<file path="src/hw/ddrc_pkg.sv">
/*
  Constants, encodings and register map of the DDR2 command controller.
  Assumes a 10 MHz system clock; the memory clock is derived by dividing it by two.
*/
package ddrc_pkg;
  // System clock and memory clock
  localparam int CLK_PERIOD_NS = 100;
  localparam int CK_DIV = 2;
  // Delays in their own units
  localparam int MODE_SET_WAIT_CK = 2;
  localparam int DLL_LOCK_CK = 200;
  localparam int ROW_CLOSE_NS = 15;
  localparam int ROW_TO_COL_NS = 15;
  localparam int REFRESH_NS = 105;
  localparam int SELF_EXIT_NS = 200;
  // Derived counts in system clock cycles, least times rounded up
  localparam int MODE_SET_WAIT_CYC = MODE_SET_WAIT_CK * CK_DIV;
  localparam int DLL_LOCK_CYC = DLL_LOCK_CK * CK_DIV;
  localparam int ROW_CLOSE_CYC = (ROW_CLOSE_NS + CLK_PERIOD_NS - 1) / CLK_PERIOD_NS;
  localparam int ROW_TO_COL_CYC = (ROW_TO_COL_NS + CLK_PERIOD_NS - 1) / CLK_PERIOD_NS;
  localparam int REFRESH_CYC = (REFRESH_NS + CLK_PERIOD_NS - 1) / CLK_PERIOD_NS;
  localparam int SELF_EXIT_CYC = (SELF_EXIT_NS + CLK_PERIOD_NS - 1) / CLK_PERIOD_NS;
  localparam int SYNC_STAGES = 2;
  // Register offsets
  localparam logic [7:0] REG_CMD = 8'h00;
  localparam logic [7:0] REG_MODE = 8'h04;
  localparam logic [7:0] REG_WDATA = 8'h08;
  localparam logic [7:0] REG_STATUS = 8'h0c;
  localparam logic [7:0] REG_RDATA = 8'h10;
  localparam logic [7:0] REG_CFG = 8'h14;
  // Field positions
  localparam int CMD_OP_LSB = 0;
  localparam int CMD_BANK_LSB = 4;
  localparam int CMD_ADDR_LSB = 6;
  localparam int WDATA_MASK_LSB = 16;
  localparam int ST_BUSY = 0;
  localparam int ST_REFUSED = 1;
  localparam int ST_SELF = 2;
  localparam int ST_DLL_WAIT = 3;
  localparam int ST_OPEN_LSB = 4;
  // Mode word fields
  localparam int MODE_BT_BIT = 3;
  localparam int MODE_TEST_BIT = 7;
  localparam int MODE_DLL_BIT = 8;
  localparam int AUTO_PRE_BIT = 10;
  localparam logic [2:0] BL_CODE4 = 3'h2;
  localparam logic [2:0] BL_CODE8 = 3'h3;
  localparam logic [2:0] CL_MIN = 3'h3;
  // Reset values
  localparam logic [12:0] MODE_RESET = 13'h0032;
  localparam logic [2:0] AL_RESET = 3'h0;
  // Pin encodings {cs_n, ras_n, cas_n, we_n}
  localparam logic [3:0] PIN_NOP = 4'h7;
  localparam logic [3:0] PIN_MODE = 4'h0;
  localparam logic [3:0] PIN_ACT = 4'h3;
  localparam logic [3:0] PIN_READ = 4'h5;
  localparam logic [3:0] PIN_WRITE = 4'h4;
  localparam logic [3:0] PIN_PRE = 4'h2;
  localparam logic [3:0] PIN_REF = 4'h1;
  // Bus answers
  localparam logic [1:0] RESP_OKAY = 2'h0;
  localparam logic [1:0] RESP_SLVERR = 2'h2;

  typedef enum logic [3:0] {
    OP_NOP, OP_MODE_LOAD, OP_ACTIVATE, OP_READ, OP_WRITE,
    OP_PRECHARGE, OP_REFRESH, OP_SELF_ENTER, OP_SELF_EXIT
  } ddrc_op_t;
endpackage

</file>
<file path="src/hw/ddrc_sync.sv">
/*
  Two-stage synchroniser for a vector of unrelated level inputs.
  Assumes each bit may change at any time relative to sys_clk.
*/
`timescale 1ns/1ps
module ddrc_sync #(
  parameter int WIDTH = 1
) (
  // Clock and reset
  input wire logic sys_clk,
  input wire logic rst_n,
  // Data
  input wire logic [WIDTH-1:0] d,
  output logic [WIDTH-1:0] q
);
  logic [WIDTH-1:0] meta_r;

  // First stage feeds only the second stage
  always_ff @(posedge sys_clk or negedge rst_n) begin
    if (!rst_n) begin
      meta_r <= '0;
      q <= '0;
    end else begin
      meta_r <= d;
      q <= meta_r;
    end
  end
endmodule

</file>
<file path="src/hw/ddrc_ctrl.sv">
/*
  DDR2 command controller: takes commands over AXI4-Lite and drives a DDR2 device's pins.
  Assumes the device samples commands on the rising memory clock; data beats are taken
  once per system cycle, which is one per memory clock edge. Strobes are not generated.
*/
// Added by the designer: register access over AXI4-Lite and the register offsets.
// How it works
// - Idle command slots carry the no-operation encoding, leaving work in progress alone.
// - Mode load only with all banks idle; then wait the mode set delay.
// - Activate opens a row; another row needs a precharge first.
// - Reads and writes may go early by the posted extra latency.
// - Precharge closes one or all banks; activate waits the row close time.
// - Reads and writes go only to a bank with an open row.
// - Refresh only with all banks idle, one per command, address ignored.
// - Self refresh is refresh encoding with clock enable low; DLL restarts on exit.
// - Every mode load supplies the whole word.
// - Mode bit seven set selects test mode and is never sent.
// - No read until 200 clocks after any DLL reset.
`timescale 1ns/1ps
module ddrc_ctrl
  import ddrc_pkg::*;
(
  // Clock and reset
  input wire logic sys_clk,
  input wire logic rstn,
  // AXI4-Lite write channels
  input wire logic [7:0] s_axi_awaddr,
  input wire logic s_axi_awvalid,
  output logic s_axi_awready,
  input wire logic [31:0] s_axi_wdata,
  input wire logic [3:0] s_axi_wstrb,
  input wire logic s_axi_wvalid,
  output logic s_axi_wready,
  output logic [1:0] s_axi_bresp,
  output logic s_axi_bvalid,
  input wire logic s_axi_bready,
  // AXI4-Lite read channels
  input wire logic [7:0] s_axi_araddr,
  input wire logic s_axi_arvalid,
  output logic s_axi_arready,
  output logic [31:0] s_axi_rdata,
  output logic [1:0] s_axi_rresp,
  output logic s_axi_rvalid,
  input wire logic s_axi_rready,
  // Memory pins
  output logic ddr_ck,
  output logic ddr_cke,
  output logic ddr_cs_n,
  output logic ddr_ras_n,
  output logic ddr_cas_n,
  output logic ddr_we_n,
  output logic [1:0] ddr_ba,
  output logic [12:0] ddr_addr,
  output logic [1:0] ddr_dm,
  output logic [15:0] ddr_dq_o,
  output logic ddr_dq_oe,
  input wire logic [15:0] ddr_dq_i
);
  typedef enum logic [2:0] {S_IDLE, S_ISSUE, S_WAIT, S_DATA, S_SELF} ddrc_state_t;

  function automatic logic [31:0] merge(input logic [31:0] old, input logic [31:0] nw, input logic [3:0] strb);
    logic [31:0] res;
    res = old;
    for (int i = 0; i < 4; i++) begin
      if (strb[i]) begin
        res[8*i +: 8] = nw[8*i +: 8];
      end
    end
    return res;
  endfunction

  logic [1:0] rst_sync_r;
  logic rst_n_s;
  logic ck_r;
  logic fall_evt;
  ddrc_state_t state_r;
  ddrc_op_t op_r;
  logic [1:0] bank_r;
  logic [12:0] addr_r;
  logic [12:0] mode_r;
  logic [2:0] al_r;
  logic [15:0] wdata_r;
  logic [1:0] wmask_r;
  logic [31:0] rdata_r;
  logic refused_r;
  logic [3:0] open_r;
  logic [7:0] act_cnt_r [4];
  logic [7:0] close_cnt_r [4];
  logic [9:0] dll_cnt_r;
  logic [7:0] wait_r;
  logic [5:0] lat_r;
  logic [3:0] beat_r;
  logic aw_got_r, w_got_r;
  logic [7:0] aw_addr_r;
  logic [31:0] w_data_r;
  logic [3:0] w_strb_r;
  logic wr_do;
  logic cmd_we;
  logic cmd_ok;
  ddrc_op_t cmd_op;
  logic [1:0] cmd_bank;
  logic [12:0] cmd_addr;
  logic issue;
  logic [15:0] dq_s;
  logic [3:0] bl_beats;
  logic [5:0] rl_ck;

  // Reset release through two flip-flops
  always_ff @(posedge sys_clk or negedge rstn) begin
    if (!rstn) begin
      rst_sync_r <= 2'h0;
    end else begin
      rst_sync_r <= {rst_sync_r[0], 1'b1};
    end
  end
  assign rst_n_s = rst_sync_r[1];

  // Memory clock by dividing sys_clk by two; pins change when it falls
  always_ff @(posedge sys_clk or negedge rst_n_s) begin
    if (!rst_n_s) begin
      ck_r <= 1'b0;
    end else begin
      ck_r <= ~ck_r;
    end
  end
  assign ddr_ck = ck_r;
  assign fall_evt = ck_r;
  assign issue = (state_r == S_ISSUE) && fall_evt;

  ddrc_sync #(.WIDTH(16)) u_dq_sync (
    .sys_clk(sys_clk),
    .rst_n(rst_n_s),
    .d(ddr_dq_i),
    .q(dq_s)
  );

  // Burst length and CAS latency from the mode shadow; additive latency from the CFG register
  assign bl_beats = (mode_r[2:0] == BL_CODE8) ? 4'h8 : 4'h4;
  assign rl_ck = 6'(mode_r[6:4]) + 6'(al_r);

  // AXI4-Lite slave; one write and one read at a time
  assign s_axi_awready = !aw_got_r && !s_axi_bvalid;
  assign s_axi_wready = !w_got_r && !s_axi_bvalid;
  assign s_axi_arready = !s_axi_rvalid;
  assign wr_do = aw_got_r && w_got_r && !s_axi_bvalid;
  assign cmd_we = wr_do && (aw_addr_r == REG_CMD);
  assign cmd_op = ddrc_op_t'(w_data_r[CMD_OP_LSB +: 4]);
  assign cmd_bank = w_data_r[CMD_BANK_LSB +: 2];
  assign cmd_addr = w_data_r[CMD_ADDR_LSB +: 13];

  always_ff @(posedge sys_clk or negedge rst_n_s) begin
    if (!rst_n_s) begin
      aw_got_r <= 1'b0;
      w_got_r <= 1'b0;
      aw_addr_r <= 8'h00;
      w_data_r <= 32'h0;
      w_strb_r <= 4'h0;
      s_axi_bvalid <= 1'b0;
      s_axi_bresp <= RESP_OKAY;
    end else begin
      if (s_axi_awvalid && s_axi_awready) begin
        aw_got_r <= 1'b1;
        aw_addr_r <= s_axi_awaddr;
      end
      if (s_axi_wvalid && s_axi_wready) begin
        w_got_r <= 1'b1;
        w_data_r <= s_axi_wdata;
        w_strb_r <= s_axi_wstrb;
      end
      if (wr_do) begin
        aw_got_r <= 1'b0;
        w_got_r <= 1'b0;
        s_axi_bvalid <= 1'b1;
        s_axi_bresp <= (aw_addr_r == REG_CMD || aw_addr_r == REG_WDATA || aw_addr_r == REG_STATUS ||
                        aw_addr_r == REG_CFG) ? RESP_OKAY : RESP_SLVERR;
      end else if (s_axi_bready) begin
        s_axi_bvalid <= 1'b0;
      end
    end
  end

  always_ff @(posedge sys_clk or negedge rst_n_s) begin
    if (!rst_n_s) begin
      s_axi_rvalid <= 1'b0;
      s_axi_rdata <= 32'h0;
      s_axi_rresp <= RESP_OKAY;
    end else if (s_axi_arvalid && s_axi_arready) begin
      s_axi_rvalid <= 1'b1;
      s_axi_rresp <= RESP_OKAY;
      unique case (s_axi_araddr)
        REG_MODE: s_axi_rdata <= 32'(mode_r);
        REG_WDATA: s_axi_rdata <= {14'h0, wmask_r, wdata_r};
        REG_STATUS: s_axi_rdata <= 32'({open_r, dll_cnt_r != 10'h0, state_r == S_SELF, refused_r,
                                        state_r != S_IDLE && state_r != S_SELF});
        REG_RDATA: s_axi_rdata <= rdata_r;
        REG_CFG: s_axi_rdata <= 32'(al_r);
        default: begin
          s_axi_rdata <= 32'h0;
          s_axi_rresp <= RESP_SLVERR;
        end
      endcase
    end else if (s_axi_rready) begin
      s_axi_rvalid <= 1'b0;
    end
  end

  // Software settings
  always_ff @(posedge sys_clk or negedge rst_n_s) begin
    if (!rst_n_s) begin
      wdata_r <= 16'h0;
      wmask_r <= 2'h0;
      al_r <= AL_RESET;
    end else if (wr_do && aw_addr_r == REG_WDATA) begin
      {wmask_r, wdata_r} <= 18'(merge({14'h0, wmask_r, wdata_r}, w_data_r, w_strb_r));
    end else if (wr_do && aw_addr_r == REG_CFG) begin
      al_r <= 3'(merge(32'(al_r), w_data_r, w_strb_r));
    end
  end

  // Whether a new command may go to the pins now
  always_comb begin
    cmd_ok = 1'b0;
    if (state_r == S_SELF) begin
      cmd_ok = (cmd_op == OP_SELF_EXIT);
    end else if (state_r == S_IDLE) begin
      unique case (cmd_op)
        OP_NOP, OP_PRECHARGE: cmd_ok = 1'b1;
        OP_MODE_LOAD: cmd_ok = (open_r == 4'h0) && (cmd_bank != 2'h0 || (!cmd_addr[MODE_TEST_BIT] &&
                               (cmd_addr[2:0] == BL_CODE4 || cmd_addr[2:0] == BL_CODE8) && cmd_addr[6:4] >= CL_MIN));
        OP_ACTIVATE: cmd_ok = !open_r[cmd_bank] && close_cnt_r[cmd_bank] == 8'h0;
        OP_READ: cmd_ok = open_r[cmd_bank] && dll_cnt_r == 10'h0 &&
                          act_cnt_r[cmd_bank] <= 8'(CK_DIV) * 8'(al_r);
        OP_WRITE: cmd_ok = open_r[cmd_bank] && act_cnt_r[cmd_bank] <= 8'(CK_DIV) * 8'(al_r);
        OP_REFRESH, OP_SELF_ENTER: cmd_ok = (open_r == 4'h0) && close_cnt_r[0] == 8'h0 && close_cnt_r[1] == 8'h0 &&
                                            close_cnt_r[2] == 8'h0 && close_cnt_r[3] == 8'h0;
        default: cmd_ok = 1'b0;
      endcase
    end
  end

  // Command sequencer
  always_ff @(posedge sys_clk or negedge rst_n_s) begin
    if (!rst_n_s) begin
      state_r <= S_IDLE;
      op_r <= OP_NOP;
      bank_r <= 2'h0;
      addr_r <= 13'h0;
      wait_r <= 8'h0;
      lat_r <= 6'h0;
      beat_r <= 4'h0;
    end else begin
      unique case (state_r)
        S_IDLE, S_SELF: begin
          if (cmd_we && cmd_ok) begin
            state_r <= S_ISSUE;
            op_r <= cmd_op;
            bank_r <= cmd_bank;
            addr_r <= cmd_addr;
          end
        end
        S_ISSUE: begin
          if (fall_evt) begin
            state_r <= S_WAIT;
            wait_r <= 8'(CK_DIV - 1);
            unique case (op_r)
              OP_MODE_LOAD: wait_r <= 8'(MODE_SET_WAIT_CYC - 1);
              OP_REFRESH: wait_r <= 8'(REFRESH_CYC - 1);
              OP_SELF_EXIT: wait_r <= 8'(SELF_EXIT_CYC - 1);
              OP_SELF_ENTER: state_r <= S_SELF;
              OP_READ: begin
                state_r <= S_DATA;
                lat_r <= 6'(CK_DIV) * rl_ck + 6'(SYNC_STAGES);
                beat_r <= bl_beats;
              end
              OP_WRITE: begin
                state_r <= S_DATA;
                lat_r <= 6'(CK_DIV) * (rl_ck - 6'h1);
                beat_r <= bl_beats;
              end
              default: wait_r <= 8'(CK_DIV - 1);
            endcase
          end
        end
        S_WAIT: begin
          if (wait_r != 8'h0) begin
            wait_r <= wait_r - 8'h1;
          end else begin
            state_r <= S_IDLE;
          end
        end
        S_DATA: begin
          if (lat_r != 6'h0) begin
            lat_r <= lat_r - 6'h1;
          end else if (beat_r != 4'h1) begin
            beat_r <= beat_r - 4'h1;
          end else begin
            state_r <= S_WAIT;
            wait_r <= 8'(CK_DIV - 1);
          end
        end
      endcase
    end
  end

  // Mode shadow and DLL lock wait; the reset bit never stays set
  always_ff @(posedge sys_clk or negedge rst_n_s) begin
    if (!rst_n_s) begin
      mode_r <= MODE_RESET;
      dll_cnt_r <= 10'h0;
    end else begin
      if (issue && op_r == OP_MODE_LOAD && bank_r == 2'h0) begin
        mode_r <= addr_r & ~(13'h1 << MODE_DLL_BIT);
      end
      if ((issue && op_r == OP_MODE_LOAD && bank_r == 2'h0 && addr_r[MODE_DLL_BIT]) ||
          (issue && op_r == OP_SELF_EXIT)) begin
        dll_cnt_r <= 10'(DLL_LOCK_CYC);
      end else if (dll_cnt_r != 10'h0) begin
        dll_cnt_r <= dll_cnt_r - 10'h1;
      end
    end
  end

  // Per-bank row state and timers
  always_ff @(posedge sys_clk or negedge rst_n_s) begin
    if (!rst_n_s) begin
      open_r <= 4'h0;
      for (int b = 0; b < 4; b++) begin
        act_cnt_r[b] <= 8'h0;
        close_cnt_r[b] <= 8'h0;
      end
    end else begin
      for (int b = 0; b < 4; b++) begin
        if (act_cnt_r[b] != 8'h0) begin
          act_cnt_r[b] <= act_cnt_r[b] - 8'h1;
        end
        if (close_cnt_r[b] != 8'h0) begin
          close_cnt_r[b] <= close_cnt_r[b] - 8'h1;
        end
        if (issue && op_r == OP_ACTIVATE && bank_r == 2'(b)) begin
          open_r[b] <= 1'b1;
          act_cnt_r[b] <= 8'(ROW_TO_COL_CYC);
        end
        if (issue && op_r == OP_PRECHARGE && (addr_r[AUTO_PRE_BIT] || bank_r == 2'(b))) begin
          open_r[b] <= 1'b0;
          close_cnt_r[b] <= 8'(ROW_CLOSE_CYC);
        end
        if (state_r == S_DATA && lat_r == 6'h0 && beat_r == 4'h1 && addr_r[AUTO_PRE_BIT] && bank_r == 2'(b)) begin
          open_r[b] <= 1'b0;
          close_cnt_r[b] <= 8'(ROW_CLOSE_CYC) + ((op_r == OP_WRITE) ?
                            8'(CK_DIV) * (8'(mode_r[11:9]) + 8'h1) : 8'h0);
        end
      end
    end
  end

  // Command pins, refreshed while the memory clock falls
  always_ff @(posedge sys_clk or negedge rst_n_s) begin
    if (!rst_n_s) begin
      {ddr_cs_n, ddr_ras_n, ddr_cas_n, ddr_we_n} <= PIN_NOP;
      ddr_cke <= 1'b0;
      ddr_ba <= 2'h0;
      ddr_addr <= 13'h0;
    end else if (fall_evt) begin
      ddr_cke <= issue ? (op_r != OP_SELF_ENTER) : (state_r != S_SELF);
      ddr_ba <= issue ? bank_r : 2'h0;
      ddr_addr <= issue ? addr_r : 13'h0;
      {ddr_cs_n, ddr_ras_n, ddr_cas_n, ddr_we_n} <= PIN_NOP;
      if (issue) begin
        unique case (op_r)
          OP_MODE_LOAD: {ddr_cs_n, ddr_ras_n, ddr_cas_n, ddr_we_n} <= PIN_MODE;
          OP_ACTIVATE: {ddr_cs_n, ddr_ras_n, ddr_cas_n, ddr_we_n} <= PIN_ACT;
          OP_READ: {ddr_cs_n, ddr_ras_n, ddr_cas_n, ddr_we_n} <= PIN_READ;
          OP_WRITE: {ddr_cs_n, ddr_ras_n, ddr_cas_n, ddr_we_n} <= PIN_WRITE;
          OP_PRECHARGE: {ddr_cs_n, ddr_ras_n, ddr_cas_n, ddr_we_n} <= PIN_PRE;
          OP_REFRESH, OP_SELF_ENTER: {ddr_cs_n, ddr_ras_n, ddr_cas_n, ddr_we_n} <= PIN_REF;
          default: {ddr_cs_n, ddr_ras_n, ddr_cas_n, ddr_we_n} <= PIN_NOP;
        endcase
      end
    end
  end

  // Data beats; the same word and mask go out on every write beat
  always_ff @(posedge sys_clk or negedge rst_n_s) begin
    if (!rst_n_s) begin
      ddr_dq_o <= 16'h0;
      ddr_dq_oe <= 1'b0;
      ddr_dm <= 2'h3;
      rdata_r <= 32'h0;
    end else begin
      ddr_dq_oe <= state_r == S_DATA && op_r == OP_WRITE && lat_r == 6'h0;
      ddr_dq_o <= wdata_r;
      ddr_dm <= (state_r == S_DATA && op_r == OP_WRITE) ? wmask_r : 2'h3;
      if (state_r == S_DATA && op_r == OP_READ && lat_r == 6'h0 && beat_r > bl_beats - 4'h2) begin
        rdata_r <= {dq_s, rdata_r[31:16]};
      end
    end
  end

  // Refused flag: a refusal in the same cycle as the clear wins
  always_ff @(posedge sys_clk or negedge rst_n_s) begin
    if (!rst_n_s) begin
      refused_r <= 1'b0;
    end else begin
      refused_r <= (cmd_we && !cmd_ok) ||
                   (refused_r && !(wr_do && aw_addr_r == REG_STATUS && w_strb_r[0] && w_data_r[ST_REFUSED]));
    end
  end
endmodule

</file>
<file path="config.mk">
export PLATFORM = sky130hd
export DESIGN_NAME = ddrc_ctrl
export DESIGN_NICKNAME = d
export VERILOG_FILES = /design/src/hw/ddrc_pkg.sv /design/src/hw/ddrc_sync.sv /design/src/hw/ddrc_ctrl.sv
export SDC_FILE = /design/constraint.sdc
export NUM_CORES = 1
export LEC_CHECK = 0
export ABC_AREA = 1
export BUFFER_PORTS_ARGS = -buffer_cell sky130_fd_sc_hd__buf_4
export CAP_MARGIN = 40
export CORE_ASPECT_RATIO = 0.75
export CORE_MARGIN = 1
export CORE_UTILIZATION = 53
export DETAILED_ROUTE_END_ITERATION = 16
export PLACE_DENSITY = 0.75
export SLEW_MARGIN = 10
export SYNTH_ARGS = -nofsm -noshare
export SYNTH_HDL_FRONTEND = slang
export SYNTH_SLANG_ARGS = --single-unit
export TNS_END_PERCENT = 10
</file>
<file path="constraint.sdc">
create_clock -name sys_clk -period 8.9 [get_ports sys_clk]
set_input_delay 1.335 -clock sys_clk [delete_from_list [all_inputs] [get_ports sys_clk]]
set_output_delay 1.335 -clock sys_clk [all_outputs]
set_load 0.03 [all_outputs]
</file>
== Word-level counts from Yosys, hierarchy flattened ==
Index checks and enable logic that the tools add are counted.

* Muxes and demuxes: 90
* Equality and inequality tests: 48
* $add $sub $neg: 18
* Order comparisons: 5
* Bitwise operators: 3
* Reductions and logical operators: 135

{| class="wikitable"
|+ Operators by type and width
! operator !! count
|-
| two-way mux 8 bit || 28
|-
| one-hot mux 32 bit (5 select lines) || 1
|-
| nonzero test 8 bit || 9
|-
| subtractor 8 x 1 -> 8 bit, second input constant || 9
|-
| logical AND 1 bit || 55
|-
| logical NOT 8 bit || 6
|-
| binary-select mux 8 bit (select 2 bit) || 2
|-
| equality test 4 x 3 -> 1 bit, second input constant || 8
|-
| equality test 8 x 4 -> 1 bit, second input constant || 4
|-
| two-way mux 1 bit || 30
|-
| nonzero test 3 bit || 10
|-
| equality test 8 x 5 -> 1 bit, second input constant || 3
|-
| one-hot mux 6 bit (2 select lines) || 2
|-
| one-hot mux 8 bit (3 select lines) || 1
|-
| nonzero test 2 bit || 11
|-
| two-way mux 10 bit || 2
|-
| two-way mux 4 bit || 5
|-
| != test 2 bit, second input constant || 9
|-
| equality test 4 x 2 -> 1 bit, second input constant || 4
|-
| equality test 3 x 2 -> 1 bit, second input constant || 5
|-
| two-way mux 3 bit || 5
|-
| AND reduction 5 bit || 3
|-
| OR reduction 5 bit || 3
|-
| two-way mux 13 bit || 1
|-
| 49 further kinds || 83
|}

* Input port bits: 75
* Output and inout port bits: 81
* Bits in registers: 327
* Word-level logic and storage cells: 349

== Longest topological paths before layout ==
Gate-level depths: netlist (run 1).

* Word-level depth: 12
* Depth in mapped cells: 21
* Mapped depth without buffers: 18

== Hierarchy ==
Synthesis (run 1) repeated with hierarchy kept, for this count alone.

* Cells, all modules: 1620
* Area total of the unflattened synthesis: 14769.2 um2

{| class="wikitable"
|+ By module, submodules not included
! module !! area an instance (um2) !! cells each !! times used !! sequential area each (um2)
|-
| ddrc_ctrl || 13968.4 || 1588 || 1 || 7342.0
|-
| ddrc_sync || 800.8 || 32 || 1 || 800.8
|}

== Worst setup path after synthesis (run 1) ==
OpenSTA, ideal clock, no wires.

* Path type: in2reg
* Start: input port s_axi_araddr[7]
* End: register s_axi_rdata[1]
* Stages: 8
* Data required time: 8.835 ns
* Path slack: 6.261 ns
* Setup time: 0.065 ns
* Arrival: 2.574 ns
* Path buffers: 1
* Path through: or2_1 nor3b_1 nand2_1 inv_2 buf_2 a21oi_1 o221ai_1 o22a_1

* Word-level cells in the longest chain between the ends: 2
* Elaborated cells between the ends (all ways): 6
* Those cells by class: eq/ne: 5; mux: 1

{| class="wikitable"
|+ RTL lines
! what !! line !! source
|-
| from (decl) || ddrc_ctrl.sv:38 || <nowiki>input wire logic [7:0] s_axi_araddr,</nowiki>
|-
| equality test 8 x 5 -> 1 bit (tied with other cells) || ddrc_ctrl.sv:190 || <nowiki>unique case (s_axi_araddr)</nowiki>
|-
| one-hot mux 32 bit (5 select lines) * || ddrc_ctrl.sv:190 ||
|-
| to (signal assigned) || ddrc_ctrl.sv:191 || <nowiki>REG_MODE: s_axi_rdata <= 32'(mode_r);</nowiki>
|-
| to (signal assigned) || ddrc_ctrl.sv:192 || <nowiki>REG_WDATA: s_axi_rdata <= {14'h0, wmask_r, wdata_r};</nowiki>
|-
| to (signal assigned) || ddrc_ctrl.sv:193 || <nowiki>REG_STATUS: s_axi_rdata <= 32'({open_r, dll_cnt_r != 10'h0, state_r == S_SELF, refused_r,</nowiki>
|-
| to (decl) || ddrc_ctrl.sv:41 || <nowiki>output logic [31:0] s_axi_rdata,</nowiki>
|}

Mark *: on every way between the ends. The rest lies on a longest branch, timed or not.
A chain may end at the register's enable or synchronous reset.

== Worst setup path in the final report (run 1) ==
* Start: register w_data_r[4]
* End: register state_r[2]

* Word-level cells in the longest chain between the ends: 12
* Elaborated cells between the ends (all ways): 25
* Those cells by class: order compare: 1; eq/ne: 1; mux: 11; bitwise: 1; reduce/logical: 11

{| class="wikitable"
|+ RTL lines
! what !! line !! source
|-
| from (decl) || ddrc_ctrl.sv:95 || <nowiki>logic [31:0] w_data_r;</nowiki>
|-
| from (signal assigned) || ddrc_ctrl.sv:167 || <nowiki>w_data_r <= s_axi_wdata;</nowiki>
|-
| inverter 2 -> 3 bit (implied by the code) || ddrc_ctrl.sv:230, ddrc_ctrl.sv:232, ddrc_ctrl.sv:233 ||
|-
| binary-select mux 8 bit (select 2 bit), on equally long branches || ddrc_ctrl.sv:232, ddrc_ctrl.sv:233, ddrc_ctrl.sv:230 ||
|-
| two-way mux 8 bit, on equally long branches (2 in a row) || ddrc_ctrl.sv:232, ddrc_ctrl.sv:233, ddrc_ctrl.sv:230 ||
|-
| less-or-equal comparator 8 x 4 -> 1 bit / logical NOT 8 bit (equally long branches) || ddrc_ctrl.sv:232, ddrc_ctrl.sv:233, ddrc_ctrl.sv:230 ||
|-
| logical AND 1 bit, on equally long branches || ddrc_ctrl.sv:233, ddrc_ctrl.sv:230, ddrc_ctrl.sv:231 ||
|-
| one-hot mux 1 bit (6 select lines) * || ddrc_ctrl.sv:226 || <nowiki>unique case (cmd_op)</nowiki>
|-
| two-way mux 1 bit * || ddrc_ctrl.sv:225 || <nowiki>end else if (state_r == S_IDLE) begin</nowiki>
|-
| two-way mux 1 bit * || ddrc_ctrl.sv:223 || <nowiki>if (state_r == S_SELF) begin</nowiki>
|-
| logical AND 1 bit * || ddrc_ctrl.sv:254 || <nowiki>if (cmd_we && cmd_ok) begin</nowiki>
|-
| != test 2 bit (no source line) * || -- ||
|-
| AND reduction 5 bit (no source line) * || -- ||
|-
| to (signal assigned) || ddrc_ctrl.sv:255 || <nowiki>state_r <= S_ISSUE;</nowiki>
|-
| to (signal assigned) || ddrc_ctrl.sv:263 || <nowiki>state_r <= S_WAIT;</nowiki>
|-
| to (signal assigned) || ddrc_ctrl.sv:269 || <nowiki>OP_SELF_ENTER: state_r <= S_SELF;</nowiki>
|-
| to (decl) || ddrc_ctrl.sv:76 || <nowiki>ddrc_state_t state_r;</nowiki>
|}

Mark *: on every way between the ends. The rest lies on a longest branch, timed or not. The select of a mux whose other input is x is not followed.

==> results of run 1 <==
## area by class of cell
type / instances / area share
Timing Repair Buffer: 149 / 0.0682
Clock buffer: 42 / 0.0496
Multi-Input combinational cell: 1034 / 0.322
Tap cell: 351 / 0.0254
Inverter: 242 / 0.0526
Sequential cell: 325 / 0.471
Clock inverter: 15 / 0.0109
## cells in the mapped netlist (4+ instances only)
cell | count | area [um^2]
inv_2 | 19 | 71.3
inv_1 | 222 | 833
nand2_2 | 5 | 31.3
a22o_1 | 5 | 43.8
a221oi_1 | 9 | 78.8
nand2_1 | 317 | 1190
o21ai_1 | 37 | 185
nor4_1 | 4 | 25.0
a22oi_1 | 9 | 67.6
buf_4 | 6 | 45.0
o21ai_0 | 111 | 556
o22ai_1 | 5 | 31.3
dfrtp_1 | 317 | 7930
clkbuf_1 | 21 | 78.8
o211ai_1 | 6 | 45.0
ha_1 | 30 | 375
nor3_1 | 31 | 155
a31oi_1 | 8 | 50.1
nand4_1 | 10 | 62.6
nor2_4 | 7 | 78.8
mux2_2 | 16 | 180
o31ai_1 | 15 | 113
nor2_2 | 10 | 62.6
nor2_1 | 153 | 574
dfstp_2 | 8 | 210
a21oi_1 | 75 | 375
xnor2_1 | 11 | 96.3
nand3_1 | 74 | 370
xor2_1 | 21 | 184
buf_2 | 8 | 40.0
mux2_1 | 9 | 101
## metrics by stage
stage	cell area, um^2	power, W	hold slack (ps)
3_5_place_dp	16200	0.00324	275
3_3_place_gp	16200	0.00317	277
2_1_floorplan	14800	0.00289	331
5_1_grt	17300	0.00489	314
4_1_cts	17300	0.00461	282
6_report	17300	0.00460	270
## worst max-delay path, stage by stage (launching register included)
cell and delay (ps):
dfrtp_1 740, inv_2 310, o21ai_0 230, a21oi_1 60
a21oi_1 160, ha_1 270, nand2_1 90, nor2_1 40
nand3_1 70, nand2_1 60, nand3_1 90, nand3_1 70
nand2_1 100, nand2_1 60, nand2_1 50, buf_4 360
nand2_2 160, nand3_1 110, nand2_1 60
## power by group
part | internal [W] | switching [W]
clock | 0.000790 | 0.000569
sequential | 0.00173 | 0.000201
combinational | 0.000467 | 0.000843
## worst paths after layout
kind | endpoint | cells past startpoint
setup reg to reg | state_r[2]$_DFFE_PN0P_ | 18
setup / recovery | state_r[2]$_DFFE_PN0P_ | 18
min in group sys_clk | u_dq_sync.q[12]$_DFF_PN0_ | 0
hold reg to reg | u_dq_sync.q[0]$_DFF_PN0_ | 0
max in group asynchronous | u_dq_sync.meta_r[12]$_DFF_PN0_ | 3
hold / removal | u_dq_sync.q[0]$_DFF_PN0_ | 0
## per-layer routing
layer / up-vias / share of wire / GRT usage
li1: 5606 / - / -
met4: 0 / 0.026 / 0.0701
met5: - / 0 / 0
met1: 5749 / 0.45 / 0.402
met3: 62 / 0.090 / 0.0544
met2: 432 / 0.43 / 0.389
## sequential cells by signal, summed over array words and instances (netlist names), 3 cells and up
| signal | flops |
|---|---|
| wdata_r | 16 |
| open_r | 4 |
| u_dq_sync.q | 16 |
| u_dq_sync.meta_r | 16 |
| ddr_addr | 13 |
| op_r | 4 |
| w_strb_r | 3 |
| s_axi_rdata | 32 |
| ddr_dq_o | 16 |
| dll_cnt_r | 10 |
| lat_r | 6 |
| act_cnt_r | 32 |
| state_r | 3 |
| close_cnt_r | 32 |
| rdata_r | 32 |
| w_data_r | 19 |
| aw_addr_r | 8 |
| addr_r | 13 |
| wait_r | 8 |
| beat_r | 4 |
| mode_r | 12 |
| al_r | 3 |
## logic make-up after synthesis
| family | synth area share |
|---|---|
| other | 0.000507 |
| flip-flops | 0.550 |
| multiplexers | 0.0190 |
| AO/OA/AOI/OAI | 0.121 |
| adder cells (fa/ha/maj) | 0.0280 |
| XOR/XNOR | 0.0189 |
| AND/OR/NAND/NOR | 0.187 |
| buffers and inverters | 0.0753 |
==> impl_results.rst, run 1 <==
.. list-table::
   :header-rows: 1

   * - Metric
     - Value
   * - Setup repair after global routing missed its margin
     - false
   * - Clock latency reported for the late side of the worst-skew pair
     - around 570 ps
   * - Static leakage
     - roughly 9 nW
   * - Worst setup startpoint
     - w_data_r[4]$_DFFE_PN0P_
   * - Number of slew-limit violations in the final report
     - 0
   * - Max rail drop VDD
     - around 0.21 mV
   * - Antenna violations before repair
     - 0
   * - Via count of the first global-routing pass
     - 11.4k
   * - Worst Setup End Kind
     - register
   * - Critical Path Fanout Max
     - 39
   * - Antenna diode count
     - 0
   * - Register Area
     - a little over 8000 um^2
   * - Launching element type of the critical path
     - register
   * - Largest net degree at the start of global routing
     - 69
   * - Total placed cells including tap cells
     - 2,101
   * - Commonest non-fill, non-tap cell in the layout
     - nand2_1
   * - Effective utilization at floorplan
     - 0.545
   * - Slew @ Worst Pin
     - 804 ps
   * - Final critical-path share of the clock period
     - 0.366
   * - Total of warnings raised by yosys
     - 0
   * - Primary FF master, synth
     - dfrtp_1
   * - Area growth from synthesis to layout
     - 16.7%
   * - Remaining antenna violation count after routing
     - 0
   * - Hold Fails Final Rpt
     - 0
   * - Drt via density
     - 5.49
   * - Category of the critical setup timing path
     - reg -> reg
   * - Flip-flop and latch count after synthesis
     - about 330
   * - Classification of the worst-slack hold path
     - reg -> async
   * - Max-capacitance violation count
     - 0
   * - Synthesized cell area
     - roughly 15,000 um^2
   * - Drt drc
     - 0
   * - Vias
     - around 12k
   * - All-Layer GR Usage
     - 0.265
   * - 1st-pass router iterations
     - 6
   * - Core Rows
     - 52
   * - Number of placed I/O pins
     - ~160
   * - Arr. time, crit path
     - 3710 ps
   * - Post-CTS Setup Inserts
     - 0
   * - Distinct cell type count of the synthesized netlist
     - 66
   * - Number of design-rule violations left by the first detailed-router iteration
     - around 1.2k
   * - GPL Wtd Cong
     - 0.936
   * - Final setup violation count
     - 0
   * - Count of mapped cells out of synthesis
     - between 1.5k and 2k
   * - Slew margin rel.
     - 0.462
   * - Port bufs
     - 138
   * - Fraction of registers with async set or reset after synthesis
     - 1.00
   * - Most used cells in the layout excluding fill and tap cells
     - nand2_1 (317), dfrtp_1 (316), inv_1 (222), nor2_1 (153), buf_4 (146)
   * - FF-to-FF Start
     - w_data_r[4]$_DFFE_PN0P_
   * - Mapped Avg Cell Area
     - ~9 um^2
   * - Clock period minus worst slack
     - 3260 ps
   * - Clock tree from TritonCTS
     - yes
   * - Power density over the cells
     - 266 nW/um^2
   * - Clk slew on worst S/H paths
     - around 60 ps
   * - CTS Hold Buffers Added
     - 0
   * - Horizontal die dimension
     - roughly 200 um
   * - Result of the run
     - completed
   * - Required time at the endpoint of the critical path
     - a little over 9000 ps
   * - Max clock buf depth
     - 3
   * - Number of instances resized during post-cts repair
     - 0
   * - Setup clock skew after layout
     - 12.3 ps
   * - Placeable Area
     - approximately 27,000 um^2
   * - GRT Residual Overflow
     - 0
   * - Number of cells in the finished layout apart from fillers
     - 2,158
   * - Highest Clock Rate
     - around 310 MHz
   * - Combined area of the multi-input logic cells
     - 5560 um^2
   * - Aggregate routed wire length
     - approximately 37,000 um
   * - Global-route wire length before repair
     - 60,400 um
   * - Die height
     - 147 um
   * - Average wire length per cell after detail routing
     - between 15 and 20 um
   * - Share of post-route cells with drive strength above 1
     - 0.158
   * - TritonCTS sink count
     - about 330
   * - EDFF count, synth
     - 0
   * - Pre-CTS setup slack
     - approximately 5500 ps
   * - Post-route core utilization
     - 0.635
   * - Number of clock buffers inserted by TritonCTS
     - 31
   * - Clock root buffer
     - clkbuf_16
   * - DIE AREA
     - between 20,000 and 30,000 um^2
   * - Flop2flop setup slack
     - 5640 ps
   * - Nets
     - about 1.9k
   * - Smallest setup slack after layout
     - roughly 5600 ps
   * - Fillcell total
     - 2,251
   * - Number of H-tree branching levels
     - 1
   * - Share of synthesized area occupied by flip-flops and latches
     - 0.550
   * - Total half-perimeter wirelength after legalization and detailed placement
     - ~27,000 um
   * - Setup Total Neg Slack
     - 0 ps
Note: power is estimated with default switching activity, not from simulation.
==> run 2, diff against run 1 <==
--- a/config.mk
+++ b/config.mk
@@ -5,14 +5,14 @@
 export SDC_FILE = /design/constraint.sdc
 export NUM_CORES = 1
 export LEC_CHECK = 0
-export ABC_AREA = 1
+export ABC_AREA = 0
 export BUFFER_PORTS_ARGS = -buffer_cell sky130_fd_sc_hd__buf_4
 export CAP_MARGIN = 40
 export CORE_ASPECT_RATIO = 0.75
 export CORE_MARGIN = 1
-export CORE_UTILIZATION = 53
+export CORE_UTILIZATION = 59
 export DETAILED_ROUTE_END_ITERATION = 16
-export PLACE_DENSITY = 0.75
+export PLACE_DENSITY = 0.79
 export SLEW_MARGIN = 10
 export SYNTH_ARGS = -nofsm -noshare
 export SYNTH_HDL_FRONTEND = slang
==> constraint.sdc (replaced) <==
create_clock -name sys_clk -period 3.05 [get_ports sys_clk]
set_input_delay 0.4575 -clock sys_clk [delete_from_list [all_inputs] [get_ports sys_clk]]
set_output_delay 0.4575 -clock sys_clk [all_outputs]
set_load 0.03 [all_outputs]
==> impl_results.rst, run 2 <==
.. list-table::
   :header-rows: 1

   * - Metric
     - Value
   * - Area growth from synthesis to layout
     - 20.9% (was 16.7%)
   * - Max-capacitance violation count
     - 0 (unchanged)
   * - Share of cell area taken by muxes after synthesis
     - 0.111 (was 0.0190)
   * - Hold_ws
     - 15.7 ps (was 270 ps)
   * - Required time at the endpoint of the critical path
     - 3480 ps (was 9350 ps)
   * - Number of cells in the finished layout apart from fillers
     - 1,811 (was 2,158)
   * - Smallest setup slack after layout
     - -14.3 ps (was 5640 ps)
   * - Switching power
     - 0.00473 W (was 0.00161 W)
   * - Critical Path Fanout Max
     - 10 (was 39)
   * - Number of design-rule violations left by the first detailed-router iteration
     - 799 (was 1,229)
   * - Failing checks
     - setup timing
   * - Share of post-route cells with drive strength above 1
     - 0.261 (was 0.158)
   * - Share of power burned in combinational logic
     - 0.274 (was 0.285)
   * - 1st-pass router iterations
     - 5 (was 6)
   * - Worst Setup End Kind
     - register (unchanged)
   * - Most repeated cell in the gate-level netlist after synthesis
     - dfrtp_1
   * - Share of synthesized area occupied by flip-flops and latches
     - 0.563 (was 0.550)
   * - Fillcell total
     - 1,645 (was 2,251)
   * - Clock root buffer
     - clkbuf_16 (unchanged)
   * - Core Rows
     - 49 (was 52)
   * - Area fraction of the dominant cell type after synthesis
     - 0.549 (was 0.535)
   * - Fraction of registers with async set or reset after synthesis
     - 1.00 (unchanged)
   * - Power density over the cells
     - 823 nW/um^2 (was 266 nW/um^2)
   * - Die height
     - 138 um (was 147 um)
   * - Antenna violations before repair
     - 0 (unchanged)
   * - TritonCTS sink count
     - 325 (unchanged)
   * - Remaining antenna violation count after routing
     - 0 (unchanged)
   * - List of most frequent post-synthesis cells
     - dfrtp_1 (317), nand2_1 (141), nor2_1 (112) (was dfrtp_1 (317), nand2_1 (317), inv_1 (222))
   * - Flip-flop and latch count after synthesis
     - 325 (unchanged)
   * - Max clock buf depth
     - 3 (unchanged)
   * - Aggregate routed wire length
     - 35,400 um (was 36,800 um)
   * - Vias
     - 10.6k (was 11.8k)
   * - Adder-cell share of the synthesized area
     - 0.0287 (was 0.0280)
   * - Slew margin rel.
     - 0.526 (was 0.462)
   * - Number of slew-limit violations in the final report
     - 0 (unchanged)
   * - Relative contribution of sequential cells to total power
     - 0.430 (was 0.420)
   * - Total half-perimeter wirelength after legalization and detailed placement
     - 25,000 um (was 26,700 um)
   * - Static leakage
     - 8.28 nW (was 8.86 nW)
   * - GRT Residual Overflow
     - 0 (unchanged)
   * - Largest net degree at the start of global routing
     - 57 (was 69)
   * - Hold Fails Final Rpt
     - 0 (unchanged)
   * - Most used cell along the critical path
     - or4_4 (was nand2_1)
   * - Final setup violation count
     - 3 (was 0)
   * - DIE AREA
     - 25,100 um^2 (was 28,600 um^2)
   * - Horizontal die dimension
     - 183 um (was 195 um)
   * - Launching element type of the critical path
     - register (unchanged)
   * - Setup repair after global routing missed its margin
     - true (was false)
   * - Compound-Gate Fraction of Synth Area
     - 0.0969 (was 0.121)
   * - Highest Clock Rate
     - 326 MHz (was 307 MHz)
   * - Mapped Avg Cell Area
     - 11.3 um^2 (was 9.04 um^2)
   * - Total of warnings raised by yosys
     - 0 (unchanged)
   * - Crit path largest cell delay
     - 530 ps (was 740 ps)
   * - Global-route wire length before repair
     - 55,600 um (was 60,400 um)
   * - Commonest non-fill, non-tap cell in the layout
     - dfrtp_1 (was nand2_1)
   * - Post-synthesis share of cell area spent on and, or, nand and nor gates
     - 0.144 (was 0.187)
   * - Crit-path leading delay family
     - simple AND/OR/NAND/NOR gates (unchanged)
   * - Classification of the worst-slack hold path
     - in -> reg (was reg -> async)
   * - Number of placed I/O pins
     - 156 (unchanged)
   * - Parity-gate share of the synthesized area counting xor and xnor cells
     - 0.0291 (was 0.0189)
   * - Sw Share
     - 0.329 (was 0.351)
   * - Clk slew on worst S/H paths
     - 60 ps (about the same)
   * - Average wire length per cell after detail routing
     - 19.5 um (was 17.0 um)
   * - Total placed cells including tap cells
     - 1,740 (was 2,101)
   * - Post-route core utilization
     - 0.727 (was 0.635)
   * - All-Layer GR Usage
     - 0.286 (was 0.265)
   * - Drt via density
     - 5.88 (was 5.49)
   * - Number of clock buffers inserted by TritonCTS
     - 30 (was 31)
   * - Via count of the first global-routing pass
     - 10.3k (was 11.4k)
   * - CP Cell Sequence
     - or4_4 -> or3_4 -> or4_4 -> or4_4 -> a21o_4 -> buf_12 -> mux2_4 (was inv_2 -> o21ai_0 -> a21oi_1 -> a21oi_1 -> ha_1 -> nand2_1 -> nor2_1 -> nand3_1 -> nand2_1 -> nand3_1 -> nand3_1 -> nand2_1 -> nand2_1 -> nand2_1 -> buf_4 -> nand2_2 -> nand3_1 -> nand2_1)
   * - Nets
     - 1,564 (was 1,890)
   * - Most used cells in the layout excluding fill and tap cells
     - dfrtp_1 (316), buf_4 (170), nand2_1 (141), nor2_1 (111), mux2_2 (100) (was nand2_1 (317), dfrtp_1 (316), inv_1 (222), nor2_1 (153), buf_4 (146))
   * - Clock latency reported for the late side of the worst-skew pair
     - 590 ps (was 570 ps)
   * - Library cell occupying the most area in the post-synthesis netlist
     - dfrtp_1 (unchanged)
   * - Setup clock skew after layout
     - 47.0 ps (was 12.3 ps)
   * - Internal power contribution
     - 0.00965 W (was 0.00299 W)
   * - Clock tree from TritonCTS
     - yes (unchanged)
   * - Effective utilization at floorplan
     - 0.602 (was 0.545)
   * - Max rail drop VDD
     - 0.658 mV (was 0.208 mV)
   * - Final critical-path share of the clock period
     - 1.00 (was 0.366)
   * - Port bufs
     - 138 (unchanged)
   * - Synthesized cell area
     - 14,500 um^2 (was 14,800 um^2)
   * - EDFF count, synth
     - 0 (unchanged)
   * - Largest family of logic cells by synthesized area
     - simple AND/OR/NAND/NOR gates (unchanged)
   * - Cell with the biggest individual delay on the critical path
     - or4_4 (was dfrtp_1)
   * - GPL Wtd Cong
     - 0.948 (was 0.936)
   * - Post-layout power
     - 0.0144 W (was 0.00460 W)
   * - Drt drc
     - 0 (unchanged)
   * - Antenna diode count
     - 0 (unchanged)
   * - Result of the run
     - finished, violations left (was completed)
   * - Bufs and invs on worst path
     - 1 (was 2)
   * - Number of H-tree branching levels
     - 1 (unchanged)
   * - Arr. time, crit path
     - 3500 ps (was 3710 ps)
   * - Distinct cell type count of the synthesized netlist
     - 68 (was 66)
   * - Category of the critical setup timing path
     - reg -> reg (unchanged)
   * - Clock period minus worst slack
     - 3060 ps (was 3260 ps)
   * - Primary FF master, synth
     - dfrtp_1 (unchanged)
   * - Placeable Area
     - 24,000 um^2 (was 27,200 um^2)
   * - Count of mapped cells out of synthesis
     - 1,276 (was 1,639)
   * - Clock Power Share
     - 0.296 (was 0.295)
   * - Largest cells by area after synthesis
     - dfrtp_1 (55%), mux2_2 (7.8%), nand2_1 (3.7%), nor2_1 (2.9%), ha_1 (2.6%) (was dfrtp_1 (54%), nand2_1 (8.0%), inv_1 (5.6%), nor2_1 (3.9%), o21ai_0 (3.8%))
   * - Slew @ Worst Pin
     - 707 ps (was 804 ps)
[run 2: changes by cell type after synthesis, sizes merged, moves of 31 or more]
cell and change:
a21oi -31, inv -190, mux2 +93, nand2 -183
nand3 -61, nor2 -60, o21ai -78
[run 2: routing by layer]
| metal | global-route usage | up-vias | share of wire |
|---|---|---|---|
| met5 | 0 | - | 0 |
| met4 | 0.0733 | 0 | 0.024 |
| met1 | 0.426 | 5300 | 0.45 |
| li1 | - | 4872 | - |
| met3 | 0.0420 | 56 | 0.068 |
| met2 | 0.445 | 414 | 0.46 |
[run 2: kinds of logic (layout without fill, tap and decap cells)]
logic type / count (synthesis) / count (layout)
fa+ha+maj: 32 / 32
other cells: 2 / 4
buf+inv: 96 / 298
mux: 132 / 132
compound gates: 217 / 217
flops: 325 / 325
xor+xnor: 48 / 48
simple gates: 424 / 424
[run 2: area by class of cell]
class                   instances  area [um^2]  area share
clock buffers                  36          813      0.0465
repair buffers                192         1600      0.0915
clock inverters                19          330      0.0189
multi-input cells             857         5980       0.342
well taps                     331          414      0.0237
inverters                      51          191      0.0110
flip-flops and latches        325         8150       0.466
[run 2: final timing paths]
path / start / endpoint / slack [ps] / cells past startpoint
min: ddr_dq_i[2] / u_dq_sync.meta_r[2]$_DFF_PN0_ / 20 / 1
max in group asynchronous: rst_sync_r[1]$_DFF_PN0_ / ddr_dm[0]$_DFF_PN1_ / 1820 / 2
min reg2reg: rst_sync_r[1]$_DFF_PN0_ / wdata_r[9]$_DFFE_PN0P_ / 240 / 0
min in group asynchronous: rstn / rst_sync_r[0]$_DFF_PN0_ / 200 / 2
max: aw_addr_r[0]$_DFFE_PN0P_ / op_r[2]$_DFFE_PN0P_ / -10 / 7
max reg2reg: aw_addr_r[0]$_DFFE_PN0P_ / op_r[2]$_DFFE_PN0P_ / -10 / 7
[run 2: repair_timing]
item,CTS,global route
hold buffers,13,0
hold endpoints to repair,14,0
endpoints found under the setup margin,0,19
buffers inserted,0,2
gates resized for setup,0,4
[run 2: power by group through the flow]
stage | registers, W | logic [W] | clock network, W
after floorplan | 0.00599 | 0.00288 | 0
after global placement | 0.00617 | 0.00368 | 0
after detailed placement | 0.00620 | 0.00387 | 0
after CTS | 0.00615 | 0.00392 | 0.00429
after global routing | 0.00629 | 0.00438 | 0.00448
final | 0.00618 | 0.00394 | 0.00426
[run 2: worst reg2reg max path: stages (launching register included)]
cell and delay [ps]:
dfrtp_1 380, or4_4 530, or3_4 420, or4_4 450, or4_4 430, a21o_4 230
buf_12 160, mux2_4 310
[run 2: stage by stage]
step / setup slack, ps / TNS, ps / instance area, um^2
2_1_floorplan: -167 / -54990 / 14500
3_3_place_gp: 95.2 / 0 / 16100
3_5_place_dp: 71.2 / 0 / 16100
4_1_cts: 10.2 / 0 / 17400
5_1_grt: -67.4 / -802 / 17500
6_report: -14.3 / -23.8 / 17500
